`config.mk`:
```
export PLATFORM = sky130hd
export DESIGN_NAME = ptr_telemetry_readback
export DESIGN_NICKNAME = d
export VERILOG_FILES = /design/src/design/ptr_pkg.sv /design/src/design/ptr_link_if.sv /design/src/design/ptr_serial_engine.sv /design/src/design/ptr_telemetry_readback.sv
export SDC_FILE = /design/constraint.sdc
export NUM_CORES = 1
export LEC_CHECK = 0
export CAP_MARGIN = 15
export CORE_ASPECT_RATIO = 1.75
export CORE_MARGIN = 2
export CORE_UTILIZATION = 55
export DETAILED_ROUTE_END_ITERATION = 8
export DONT_BUFFER_PORTS = 1
export PLACE_DENSITY = 0.73
export SYNTH_ARGS = -nofsm -noshare
export SYNTH_HDL_FRONTEND = slang
export SYNTH_HIERARCHICAL = 1
export SYNTH_SLANG_ARGS = --single-unit
```
`constraint.sdc`:
```
create_clock -name clock -period 6.3 [get_ports clock]
set_clock_uncertainty 0.05 [all_clocks]
set_input_delay 0.63 -clock clock [delete_from_list [all_inputs] [get_ports clock]]
set_output_delay 0.63 -clock clock [all_outputs]
set_load 0.1 [all_outputs]
```
`src/design/ptr_pkg.sv`:
```
// Purpose: Shared constants for the channel telemetry readback block.
// Assumes: Four channels, 14-bit results, 10 MHz system clock.
// Notes: Command codes double as register offsets on the serial bus.
package ptr_pkg;
   // Channel count and result width.
   localparam int CHANNELS = 4;
   localparam int CODE_W = 14;
   localparam int BYTE_W = 8;

   // Field positions inside a 16-bit result word.
   localparam int LOW_BYTE_LSB = 0;
   localparam int HIGH_BYTE_LSB = 8;

   // Reset value of every result register.
   localparam logic [15:0] RESULT_RESET = 16'h0000;

   // Command codes of the voltage results, one per channel.
   localparam logic [7:0] CHANNEL1_PORT_VOLTAGE = 8'h32;
   localparam logic [7:0] CHANNEL2_PORT_VOLTAGE = 8'h36;
   localparam logic [7:0] CHANNEL3_PORT_VOLTAGE = 8'h3A;
   localparam logic [7:0] CHANNEL4_PORT_VOLTAGE = 8'h3E;
   localparam logic [3:0][7:0] VOLT_CMD = {CHANNEL4_PORT_VOLTAGE, CHANNEL3_PORT_VOLTAGE,
                                           CHANNEL2_PORT_VOLTAGE, CHANNEL1_PORT_VOLTAGE};
   // Command codes of the current results, channel one at index zero.
   localparam logic [3:0][7:0] CHANNEL_PORT_CURRENT = {8'h3C, 8'h38, 8'h34, 8'h30};

   // Channel operating modes as driven by the port controller.
   localparam logic [1:0] MODE_OFF = 2'h0;
   localparam logic [1:0] MODE_DIAG = 2'h1;
   localparam logic [1:0] MODE_SEMIAUTO = 2'h2;
   localparam logic [1:0] MODE_AUTO = 2'h3;

   // Refresh interval of the powered current result.
   localparam longint CLOCK_HZ = 10000000;
   localparam longint REFRESH_MS = 100;
   localparam int REFRESH_CYCLES = int'((CLOCK_HZ * REFRESH_MS) / 1000);
   localparam int REFRESH_W = 20;

   // Weights of one code, for software scaling only.
   localparam int CUR_STEP_NA = 89500;
   localparam int CUR_FULL_SCALE_MA = 1460;
   localparam int CLASS_SCALE_DIV = 10;
   localparam int CLASS_STEP_NA = CUR_STEP_NA / CLASS_SCALE_DIV;
   localparam int VOLTAGE_LSB_WEIGHT_UV = 3662;
   localparam int VOLT_FULL_SCALE_V = 60;

   // Seven-bit bus address; the value is arbitrary.
   localparam logic [6:0] DEV_ADDR = 7'h20;
endpackage : ptr_pkg

```
`src/design/ptr_link_if.sv`:
```
// Purpose: Carries commands and read bytes between the serial engine and the register logic.
// Assumes: Both ends run on the same clock.
// Notes: Strobes are one-cycle pulses.
`timescale 1ns/1ps
interface ptr_link_if;
   logic cmdStrobe; // Command byte received.
   logic [7:0] cmdByte; // Command byte value.
   logic rdLoad; // Next read byte wanted.
   logic rdFirst; // Request is first after a read address.
   logic [7:0] txByte; // Byte to shift out.

   modport engine (output cmdStrobe, output cmdByte, output rdLoad, output rdFirst, input txByte);
   modport regs (input cmdStrobe, input cmdByte, input rdLoad, input rdFirst, output txByte);
endinterface : ptr_link_if

```
`src/design/ptr_serial_engine.sv`:
```
// Purpose: Two-wire serial slave: address, one command byte, then read bytes.
// Assumes: Bus far slower than the clock; pins sampled directly.
// Notes: Data bytes after a command are not acknowledged, the results are read only.
`timescale 1ns/1ps
module ptr_serial_engine #(
   parameter logic [6:0] ADDR = ptr_pkg::DEV_ADDR
) (
   // Clock and reset.
   input wire logic clock,
   input wire logic rst,
   // Serial pins.
   input wire logic scl,
   input wire logic sdaIn,
   output logic sdaOe,
   // Register side.
   ptr_link_if.engine link
);
   typedef enum logic [2:0] {IDLE, ADDR_RX, ADDR_ACK, CMD_RX, CMD_ACK, TX, TX_ACK, IGNORE} ptr_link_state_t;
   typedef struct packed {
      ptr_link_state_t st; // Protocol phase.
      logic sclPrev; // Clock line one cycle ago.
      logic sdaPrev; // Data line one cycle ago.
      logic [3:0] cnt; // Bits moved in this byte.
      logic [7:0] sh; // Shift register.
      logic rw; // Read requested.
      logic oe; // Pulling data low.
      logic cmdStrobe; // Command pulse.
      logic rdLoad; // Byte request pulse.
      logic rdFirst; // First request of a read.
   } ptr_engine_t;
   ptr_engine_t s;
   ptr_engine_t next_s;

   assign sdaOe = s.oe;
   assign link.cmdStrobe = s.cmdStrobe;
   assign link.cmdByte = s.sh;
   assign link.rdLoad = s.rdLoad;
   assign link.rdFirst = s.rdFirst;

   // Bit engine: sample on clock rise, change data on clock fall.
   always_comb begin
      logic rise;
      logic fall;
      rise = scl && !s.sclPrev;
      fall = !scl && s.sclPrev;
      next_s = s;
      next_s.sclPrev = scl;
      next_s.sdaPrev = sdaIn;
      next_s.cmdStrobe = 1'b0;
      next_s.rdLoad = 1'b0;
      next_s.rdFirst = 1'b0;
      if (scl && s.sclPrev && s.sdaPrev && !sdaIn) begin
         // Start or repeated start restarts address reception.
         next_s.st = ADDR_RX;
         next_s.cnt = 4'h0;
         next_s.oe = 1'b0;
      end else if (scl && s.sclPrev && !s.sdaPrev && sdaIn) begin
         // Stop releases the bus.
         next_s.st = IDLE;
         next_s.oe = 1'b0;
      end else begin
         unique case (s.st)
            IDLE, IGNORE: next_s.oe = 1'b0;
            ADDR_RX, CMD_RX: begin
               if (rise) begin
                  next_s.sh = {s.sh[6:0], sdaIn};
                  next_s.cnt = s.cnt + 4'h1;
               end else if (fall && s.cnt == 4'h8) begin
                  next_s.cnt = 4'h0;
                  if (s.st == CMD_RX) begin
                     next_s.cmdStrobe = 1'b1;
                     next_s.st = CMD_ACK;
                     next_s.oe = 1'b1;
                  end else if (s.sh[7:1] == ADDR) begin
                     next_s.st = ADDR_ACK;
                     next_s.oe = 1'b1;
                     next_s.rw = s.sh[0];
                     next_s.rdLoad = s.sh[0];
                     next_s.rdFirst = s.sh[0];
                  end else begin
                     next_s.st = IGNORE;
                  end
               end
            end
            ADDR_ACK: begin
               if (fall && s.rw) begin
                  next_s.st = TX;
                  next_s.oe = !link.txByte[7];
                  next_s.sh = {link.txByte[6:0], 1'b0};
                  next_s.cnt = 4'h1;
               end else if (fall) begin
                  next_s.st = CMD_RX;
                  next_s.oe = 1'b0;
               end
            end
            CMD_ACK: begin
               if (fall) begin
                  next_s.st = IGNORE;
                  next_s.oe = 1'b0;
               end
            end
            TX: begin
               if (fall && s.cnt == 4'h8) begin
                  next_s.st = TX_ACK;
                  next_s.oe = 1'b0;
               end else if (fall) begin
                  next_s.oe = !s.sh[7];
                  next_s.sh = {s.sh[6:0], 1'b0};
                  next_s.cnt = s.cnt + 4'h1;
               end
            end
            TX_ACK: begin
               // Master acknowledge asks for one more byte.
               if (rise && sdaIn) begin
                  next_s.st = IGNORE;
               end else if (rise) begin
                  next_s.rdLoad = 1'b1;
               end else if (fall) begin
                  next_s.st = TX;
                  next_s.oe = !link.txByte[7];
                  next_s.sh = {link.txByte[6:0], 1'b0};
                  next_s.cnt = 4'h1;
               end
            end
         endcase
      end
   end

   // State register.
   always_ff @(posedge clock or posedge rst) begin
      if (rst) begin
         s <= '{st: IDLE, sclPrev: 1'b1, sdaPrev: 1'b1, cnt: 4'h0, sh: 8'h00, rw: 1'b0,
                oe: 1'b0, cmdStrobe: 1'b0, rdLoad: 1'b0, rdFirst: 1'b0};
      end else begin
         s <= next_s;
      end
   end
endmodule : ptr_serial_engine

```
`src/design/ptr_telemetry_readback.sv`:
```
// Purpose: Per-channel current and voltage telemetry read over a two-wire serial bus.
// Assumes: Converter results, modes and class events arrive synchronous to clock.
// Notes: Result scaling is applied by software; classScale says which current step holds.
// Behaviour
// (RULE_01) Read-only 14-bit current result, reset zero.
// (RULE_02) Powered current refreshed about every 100 ms.
// (RULE_03) Current step 89.5 uA, full scale 1.46 A.
// (RULE_04) Off or idle semiauto channels read zero.
// (RULE_05) Diagnostic mode keeps last value once enabled.
// (RULE_06) Class current shown until powered reading or disable.
// (RULE_07) Class current uses ten times finer step.
// (RULE_08) Two bytes, low first, top bits zero.
// (RULE_09) Codes 32h, 36h, 3Ah read channel voltages.
// (RULE_10) Code 3Eh reads channel four voltage.
// (RULE_11) Codes 30h to 3Ch read channel currents.
// (RULE_12) Voltage step 3.662 mV, full scale 60 V.
// (RULE_13) Low byte read latches both bytes.
`timescale 1ns/1ps
module ptr_telemetry_readback #(
   parameter int REFRESH_CYCLES = ptr_pkg::REFRESH_CYCLES
) (
   // Clock and reset.
   input wire logic clock,
   input wire logic rst,
   // Serial bus pins, data is open drain.
   input wire logic scl,
   input wire logic sdaIn,
   output logic sdaOut,
   output logic sdaOe,
   // Channel status from the port controller.
   input wire logic [3:0] portEnable,
   input wire logic [3:0] powered,
   input wire logic [3:0][1:0] chMode,
   input wire logic [3:0] detClassEn,
   input wire logic [3:0] detectBad,
   // Classification results.
   input wire logic [3:0] classDone,
   input wire logic [3:0][13:0] classCurrent,
   // Converter results.
   input wire logic [3:0][13:0] adcCurrent,
   input wire logic [3:0][13:0] adcVoltage,
   // Scale of each current result: high means class step.
   output logic [3:0] classScale
);
   typedef struct packed {
      logic [3:0][13:0] curCode; // Stored current results.
      logic [3:0][13:0] voltCode; // Stored voltage codes.
      logic [3:0] classHeld; // Current result holds class current.
      logic [3:0] everEnabled; // Diagnostic detect or class seen.
      logic [ptr_pkg::REFRESH_W-1:0] tickCnt; // Refresh divider.
      logic [7:0] cmd; // Last command code.
      logic [15:0] shadow; // Word frozen at low byte read.
      logic [7:0] txByte; // Byte offered to the engine.
      logic highNext; // Next read byte is the high byte.
      logic sdaOut; // Open-drain data level, always low.
   } ptr_regs_t;
   ptr_regs_t r;
   ptr_regs_t next_r;

   // Link between the register logic and the serial engine.
   ptr_link_if link ();

   localparam logic [ptr_pkg::REFRESH_W-1:0] TICK_LAST = ptr_pkg::REFRESH_W'(REFRESH_CYCLES - 1);

   // Decides if a channel's current must read as zero.
   function automatic logic forceZero(input logic [1:0] mode, input logic pw, input logic dce,
                                      input logic bad, input logic ever);
      logic z;
      z = 1'b0;
      if (mode == ptr_pkg::MODE_OFF) begin
         z = 1'b1; // [RULE_04]
      end else if (mode == ptr_pkg::MODE_SEMIAUTO && !pw && (!dce || bad)) begin
         z = 1'b1; // [RULE_04]
      end else if (mode == ptr_pkg::MODE_DIAG && !ever) begin
         z = 1'b1; // Nothing measured yet, so nothing to keep.
      end
      return z;
   endfunction : forceZero

   // Maps a command code to the 16-bit word it reads.
   function automatic logic [15:0] readWord(input ptr_regs_t q, input logic [3:0][1:0] mode,
                                            input logic [3:0] pw, input logic [3:0] dce,
                                            input logic [3:0] bad);
      logic [15:0] w;
      w = ptr_pkg::RESULT_RESET;
      for (int ch = 0; ch < ptr_pkg::CHANNELS; ch++) begin
         if (q.cmd == ptr_pkg::CHANNEL_PORT_CURRENT[ch]) begin
            // Diagnostic mode keeps its last value once enabled.
            if (!forceZero(mode[ch], pw[ch], dce[ch], bad[ch], q.everEnabled[ch])) begin
               w = {2'b00, q.curCode[ch]}; // [RULE_11] [RULE_05] [RULE_01]
            end
         end
         if (q.cmd == ptr_pkg::VOLT_CMD[ch]) begin
            w = {2'b00, q.voltCode[ch]}; // [RULE_09] [RULE_10] [RULE_12]
         end
      end
      return w;
   endfunction : readWord

   ptr_serial_engine u_engine (
      .clock(clock),
      .rst(rst),
      .scl(scl),
      .sdaIn(sdaIn),
      .sdaOe(sdaOe),
      .link(link.engine)
   );

   assign link.txByte = r.txByte;
   assign sdaOut = r.sdaOut;
   assign classScale = r.classHeld;

   // Result update, command capture and byte sequencing.
   always_comb begin
      logic tick;
      logic [15:0] word;
      next_r = r;
      tick = (r.tickCnt == TICK_LAST);
      word = readWord(r, chMode, powered, detClassEn, detectBad);
      // Free-running divider gives the refresh enable pulse.
      next_r.tickCnt = tick ? '0 : r.tickCnt + 1'b1; // [RULE_02]
      for (int ch = 0; ch < ptr_pkg::CHANNELS; ch++) begin
         if (chMode[ch] == ptr_pkg::MODE_DIAG && detClassEn[ch]) begin
            next_r.everEnabled[ch] = 1'b1; // [RULE_05]
         end else if (chMode[ch] != ptr_pkg::MODE_DIAG) begin
            next_r.everEnabled[ch] = 1'b0;
         end
         if (tick) begin
            next_r.voltCode[ch] = adcVoltage[ch]; // [RULE_12]
         end
         if (!portEnable[ch]) begin
            // Disabling the port drops any class reading.
            next_r.curCode[ch] = '0; // [RULE_06]
            next_r.classHeld[ch] = 1'b0; // [RULE_06]
         end else if (tick && powered[ch]) begin
            // A powered reading ends the class display and its fine step.
            next_r.curCode[ch] = adcCurrent[ch]; // [RULE_02] [RULE_03]
            next_r.classHeld[ch] = 1'b0; // [RULE_07]
         end else if (classDone[ch]) begin
            next_r.curCode[ch] = classCurrent[ch]; // [RULE_06]
            next_r.classHeld[ch] = 1'b1; // [RULE_07]
         end
      end
      if (link.cmdStrobe) begin
         next_r.cmd = link.cmdByte;
      end
      if (link.rdLoad && (link.rdFirst || !r.highNext)) begin
         // Freeze the whole word so the high byte matches the low byte.
         next_r.shadow = word; // [RULE_13]
         next_r.txByte = word[ptr_pkg::LOW_BYTE_LSB +: ptr_pkg::BYTE_W]; // [RULE_08]
         next_r.highNext = 1'b1;
      end else if (link.rdLoad) begin
         next_r.txByte = r.shadow[ptr_pkg::HIGH_BYTE_LSB +: ptr_pkg::BYTE_W]; // [RULE_08] [RULE_13]
         next_r.highNext = 1'b0;
      end
   end

   // State register.
   always_ff @(posedge clock or posedge rst) begin
      if (rst) begin
         r <= '0;
      end else begin
         r <= next_r;
      end
   end
endmodule : ptr_telemetry_readback

```
Yosys cells after proc, flatten, opt, wreduce, memory -nomap -nowiden
Cells that the tools add are included.
Word-level totals
  flip-flop bits (word level): 195
  bits in latches: 0
  RAM bits: 0
  memory bits (read-only): 0
  bits of input ports: 200
  output and inout bits: 6
  memories kept: 0
Cells by class
  add/subtract/negate cells: 2
  $mul: 0
  divide/modulo/power cells: 0
  magnitude comparators: 0
  equal/unequal tests: 61
  shifts and indexed selects: 0
  muxes and demuxes: 115
  bitwise logic cells: 4
  reductions and logical operators: 75
Operator list (number)
  $mux W14: 14
  $mux W16: 10
  $mux W12: 6
  $eq A8 B6 Y1 const B: 8
  $mux W1: 53
  $pmux W12 S4: 1
  $mux W3: 15
  $logic_and A1 B1 Y1: 31
  $ne A3 B1 Y1 const B: 7
  $add A20 B1 Y20 const B: 1
  $eq A20 B20 Y1 const B: 1
  $mux W20: 1
  $ne A4 B1 Y1 const B: 5
  $ne A5 B1 Y1 const B: 4
  $logic_not A1 Y1: 19
  $mux W9: 2
  $ne A2 B1 Y1 const B: 9
  $pmux W3 S5: 1
  $reduce_and A7 Y1: 2
  $mux W13: 1
  $eq A3 B3 Y1 const B: 4
  $mux W4: 3
  $mux W5: 2
  $reduce_and A10 Y1: 1
  28 further kinds: 56

Logic depth before layout (Yosys ltp)
  depth after elaboration: 19
  depth in mapped cells: 8
  gate-level depth less buffers: 7

By module
The synthesis kept the hierarchy.
Modules (own cells, without submodules)
  ptr_telemetry_readback: times used 1, cells an instance 796, area an instance 8662.1 µm²
  ptr_serial_engine: times used 1, cells an instance 171, area an instance 1524.0 µm²

Worst setup path before layout
Ideal clock, no wire load.
  path type: input port to flip-flop
  start: input detClassEn[2]
  end: register r[20] in the netlist's numbering
  setup time: 0.134 ns
  arrival time: 1.949 ns
  data required time: 6.116 ns
  setup slack: 4.167 ns
  stages: 6
  buffers on the path: 0
  path through: nor2b_1 > o31ai_2 > or4_4 > or2_0 > a221oi_1 > a211oi_2
On the way
  cells in the longest elaborated chain, start to end: 12
RTL lines
  start, declared: line ptr_telemetry_readback.sv:34  | input wire logic [3:0] detClassEn,
  $logic_not A1 Y1 (*): line ptr_telemetry_readback.sv:72  | end else if (mode == ptr_pkg::MODE_SEMIAUTO && !pw && (!dce || bad)) begin
  $logic_or A1 B1 Y1 (*): line ptr_telemetry_readback.sv:72
  $logic_and A1 B1 Y1 (*): line ptr_telemetry_readback.sv:72
  $mux W1 (*): line ptr_telemetry_readback.sv:72
  $mux W1 (*): line ptr_telemetry_readback.sv:70  | if (mode == ptr_pkg::MODE_OFF) begin
  $mux W1 (*): line ptr_telemetry_readback.sv:87  | if (q.cmd == ptr_pkg::CHANNEL_PORT_CURRENT[ch]) begin
  $mux W16 (*): line ptr_telemetry_readback.sv:89  | if (!forceZero(mode[ch], pw[ch], dce[ch], bad[ch], q.everEnabled[ch])) begin
  $mux W16 (*): line ptr_telemetry_readback.sv:87
  $mux W16 (*): line ptr_telemetry_readback.sv:93  | if (q.cmd == ptr_pkg::VOLT_CMD[ch]) begin
  $mux W16: line ptr_telemetry_readback.sv:89
  $mux W16 (*): line ptr_telemetry_readback.sv:87
  $mux W16 (*): line ptr_telemetry_readback.sv:93
  end signal, assigned: line ptr_telemetry_readback.sv:163  | r <= next_r;
  end, declared: line ptr_telemetry_readback.sv:57  | ptr_regs_t r;
Every way passes the cells marked *; elsewhere a longest branch is shown, timed or not. The select of a mux whose other input is x is not followed.
A chain may end at the register's enable or synchronous reset.

Final worst setup path
  start: register r[27] in the netlist's numbering
  end: register r (netlist bit link.txByte[1])
On the way
  cells in the longest elaborated chain, start to end: 13
RTL lines
  $eq A8 B6 Y1: line ptr_telemetry_readback.sv:87
  $mux W14: line ptr_telemetry_readback.sv:87
  $mux W16: line ptr_telemetry_readback.sv:93
  $mux W16: line ptr_telemetry_readback.sv:89
  $mux W16: line ptr_telemetry_readback.sv:87
  $mux W16: line ptr_telemetry_readback.sv:93
  $mux W16: line ptr_telemetry_readback.sv:89
  $mux W16: line ptr_telemetry_readback.sv:87
  $mux W16: line ptr_telemetry_readback.sv:93
  $mux W16: line ptr_telemetry_readback.sv:89
  $mux W16: line ptr_telemetry_readback.sv:87
  $mux W16 (*): line ptr_telemetry_readback.sv:93
  $mux W9 (*): line ptr_telemetry_readback.sv:147  | if (link.rdLoad && (link.rdFirst || !r.highNext)) begin
Every way passes the cells marked *; elsewhere a longest branch is shown, timed or not.

==> flow_metrics.py <==
metrics = {
    "cts": {
        "post_cts_buffers": 0,
        "path_clk_slew_ns": 0.07,
        "cts_buffers": 17,
        "cts_resized": 0,
        "cts_sinks": 185,
        "cts_hold_buf": 0,
        "cts_tree": "built",
        "clock_latency_ns": 0.44,
        "root_buffer": "clkbuf_16",
        "htree_levels": 4,
        "clock_path_buffers": 2,
    },
    "floorplan": {
        "dieArea_um2": 19670,
        "core_area_um2": 18050,
        "die_width_um": 106.9,
        "rows": 65,
        "initial_utilization": 0.5642,
        "dieHeight_um": 184.0,
        "io_pins": 206,
    },
    "critical_path": {
        "worstSetupEndpointType": "register",
        "crit_chain": "buf_4, nor2b_1, nand2_1, o221ai_1, o21bai_1, and3_1",
        "max_stage_delay_ns": 1.00,
        "worstSetupPathType": "reg -> reg",
        "slowest_stage": "nor2b_1",
        "worstSetupStartpointType": "register",
        "crit_required_ns": 6.58,
        "crit_arrival_ns": 3.21,
        "path_delay_family": "simple AND/OR/NAND/NOR gates",
        "path_max_fanout": 24,
        "cp.buffers_inverters": 1,
    },
    "timing": {
        "worst_pin_slew_ns": 1.230,
        "setup_ws_ns": 3.375,
        "setup_violations": 0,
        "tns_ns": 0,
        "slew_headroom": 0.1782,
        "finalWorstPathRequiredPeriod_ns": 2.925,
        "timing.final.hold_violations": 0,
        "finalCritPeriodShare": 0.4643,
        "clock.fmax_ghz": 0.3419,
        "report.final.slew_viol_count": 0,
        "grt_setup_unrepaired": "no",
    },
    "power_and_ir_drop": {
        "switching_power_uw": 911.9,
        "seq_power_share": 0.465,
        "pwr-share-comb": 0.172,
        "power.density_nw_per_um2": 294.5,
        "p_int_uw": 2229,
        "leakagePower_uw": 0.005279,
        "ir_drop_uv": 297.6,
        "p_sw_frac": 0.2903,
        "clkPwrFrac": 0.363,
    },
    "finish": {
        "num_antenna_cells": 0,
        "fin_util": 0.5909,
        "instances_no_fill": 1165,
        "nFillCells": 1569,
        "drive_gt1_frac": 0.1472,
        "final_nets": 1121,
        "stdcell_area_um2": 10670,
        "area_delta_synth_final_pct": 4.729,
    },
    "drt": {
        "ant_nets": 0,
        "vias": 7576,
        "wl_per_cell_um": 24.43,
        "drt_pass1_iterations": 6,
        "wirelength_um": 28460,
        "vias_per_cell": 6.503,
        "drc": 0,
        "drt-initial-drc-count": 472,
    },
    "synthesis": {
        "yosys-mux-area-fraction": 0.1357,
        "yosys_register_bits": 185,
        "synth_simple_gate_area_frac": 0.1549,
        "ys_types": 82,
        "synth-xor-area-share": 0.01634,
        "ys_seq_area_frac": 0.4547,
        "syn_nets": 1170,
        "synth_compound_area_frac": 0.1831,
        "syn_area_um2": 10190,
        "yosysWarningCount": 6,
        "async_flop_share": 1.000,
        "syn_area_per_cell_um2": 10.53,
        "yosys_most_used_dff": "dfrtp_1",
        "syn_inst": 967,
        "synthAdderAreaFrac": 0.003685,
        "synth_top_family_by_area": "compound AO/OA/AOI/OAI gates",
        "synth_edf_count": 0,
    },
    "global_route": {
        "grt_use_met2": 0.5167,
        "grt_start_max_net_pins": 98,
        "grt_pass1_vias": 7740,
        "grtUsageMet1": 0.3084,
        "track_usage": 0.2965,
        "use_met3": 0.08082,
        "grt.busiest_layer": "met2",
        "grt_pass1_wl_um": 43350,
        "grt.overflow.total": 0,
        "antenna_found_initial": 0,
    },
    "placed_design": {
        "dp_slack_ns": 3.475,
        "placed_area_um2": 10040,
        "portBuffers": 0,
        "gp_congestion": 0.9767,
        "hpwl_um": 21680,
        "dpl.cell_count": 1132,
    },
    "min_path": {
        "min_path_type": "in -> reg",
    },
    "run_status": {
        "status": "finished clean",
    },
    "flow_run": {
        "max_cap_viol_count": 0,
    },
}
stage by stage:
stage | hold WS, ns | power, uW
finish | 0.1252 | 3141
global route | 0.1006 | 3279
CTS | 0.1102 | 3150
global placement | 0.4042 | 2001
floorplan | 0.3914 | 1948
detailed placement | 0.4262 | 2011
cell usage in the layout (no fill, tap or decap), types with 6 or more instances in the layout:
| cell type | n |
|---|---|
| nand2b_1 | 16 |
| xnor2_1 | 9 |
| a2bb2oi_1 | 10 |
| nor3b_1 | 11 |
| o211a_1 | 56 |
| nand2_1 | 113 |
| nor3_1 | 7 |
| clkbuf_16 | 17 |
| inv_1 | 7 |
| nand3_1 | 16 |
| a211oi_1 | 11 |
| a21oi_1 | 42 |
| o221ai_1 | 6 |
| nor2_1 | 68 |
| dfrtp_1 | 183 |
| and3_1 | 11 |
| o2bb2ai_1 | 6 |
| xor2_1 | 10 |
| or3_1 | 8 |
| mux2_2 | 73 |
| o21ai_0 | 29 |
| o22ai_1 | 10 |
| a21o_1 | 11 |
| nor2b_1 | 17 |
| o21a_1 | 6 |
| mux2i_1 | 56 |
| buf_4 | 6 |
cells by family after synthesis:
kind of cell             count (synthesis)
AO/OA/AOI/OAI                          239
adder cells (fa/ha/maj)                  3
XOR/XNOR                                19
multiplexers                           129
buffers and inverters                   84
AND/OR/NAND/NOR                        307
other                                    1
flip-flops                             185
power groups by stage:
stage | logic [uW] | registers (uW) | clock network, uW
final | 541 | 1460 | 1140
after global routing | 602 | 1470 | 1210
after CTS | 538 | 1460 | 1160
after detailed placement | 533 | 1480 | 0
after global placement | 523 | 1480 | 0
after floorplan | 560 | 1390 | 0
registers in the layout (all words and copies together) (netlist names):
name / cells
u_engine/link.rdLoad: 1
u_engine/link.cmdByte: 8
link.txByte: 8
u_engine/link.cmdStrobe: 1
classScale: 4
u_engine/link.rdFirst: 1
u_engine/s: 10
u_engine/sdaOe: 1
r: 151
final timing paths:
path | start | end | slack [ns] | depth (start not counted)
setup reg to reg | r[27] | link.txByte[1] | 3.38 | 6
hold reg to reg | r[46] | r[46] | 0.44 | 1
setup / recovery | r[27] | link.txByte[1] | 3.38 | 6
min in group asynchronous | rst | r[108] | 0.14 | 1
max in group asynchronous | rst | link.txByte[1] | 4.58 | 2
hold / removal | sdaIn | u_engine/s[17] | 0.13 | 0
layer usage:
metal | wire, um | vias up
met1 | 9645 | 3717
met3 | 1735 | 106
met2 | 15070 | 324
met4 | 2008 | 0
met5 | 0 | -
li1 | - | 3429
final cells by class:
type	count	area, um^2	share of cell area
clock buffer	21	450.4	0.04222
clock inverter	11	168.9	0.01583
inverter	9	40.04	0.003753
multi-input combinational	698	5034	0.4719
sequential	185	4632	0.4342
tap	234	292.8	0.02745
timing repair buffer	7	50.05	0.004692
synthesized netlist by cell type (3+ instances only):
master	instances	share of area
a2111oi_0	4	0.0034
a211oi_1	11	0.0081
a21o_1	11	0.0081
a21oi_1	42	0.021
a221oi_1	4	0.0034
a222oi_1	4	0.0039
a22oi_1	4	0.0029
a2bb2oi_1	10	0.0086
and2_1	3	0.0018
and3_1	11	0.0068
buf_1	6	0.0022
buf_2	7	0.0034
buf_4	16	0.012
buf_6	14	0.015
clkbuf_1	29	0.011
clkbuf_8	3	0.0041
dfrtp_1	183	0.45
ha_1	3	0.0037
inv_1	8	0.0029
mux2_2	73	0.081
mux2i_1	56	0.055
nand2_1	113	0.042
nand2b_1	16	0.0098
nand3_1	16	0.0079
nand4_1	5	0.0031
nor2_1	68	0.025
nor2b_1	17	0.010
nor3_1	7	0.0034
nor3b_1	11	0.0081
nor4_1	5	0.0031
o2111a_1	4	0.0044
o211a_1	56	0.055
o21a_1	6	0.0044
o21ai_0	29	0.014
o21bai_1	5	0.0037
o221ai_1	6	0.0052
o22ai_1	10	0.0061
o2bb2ai_1	6	0.0052
o31ai_1	5	0.0037
or3_1	8	0.0049
xnor2_1	9	0.0077
xor2_1	10	0.0086
Note: power is estimated with default switching activity, not from simulation.
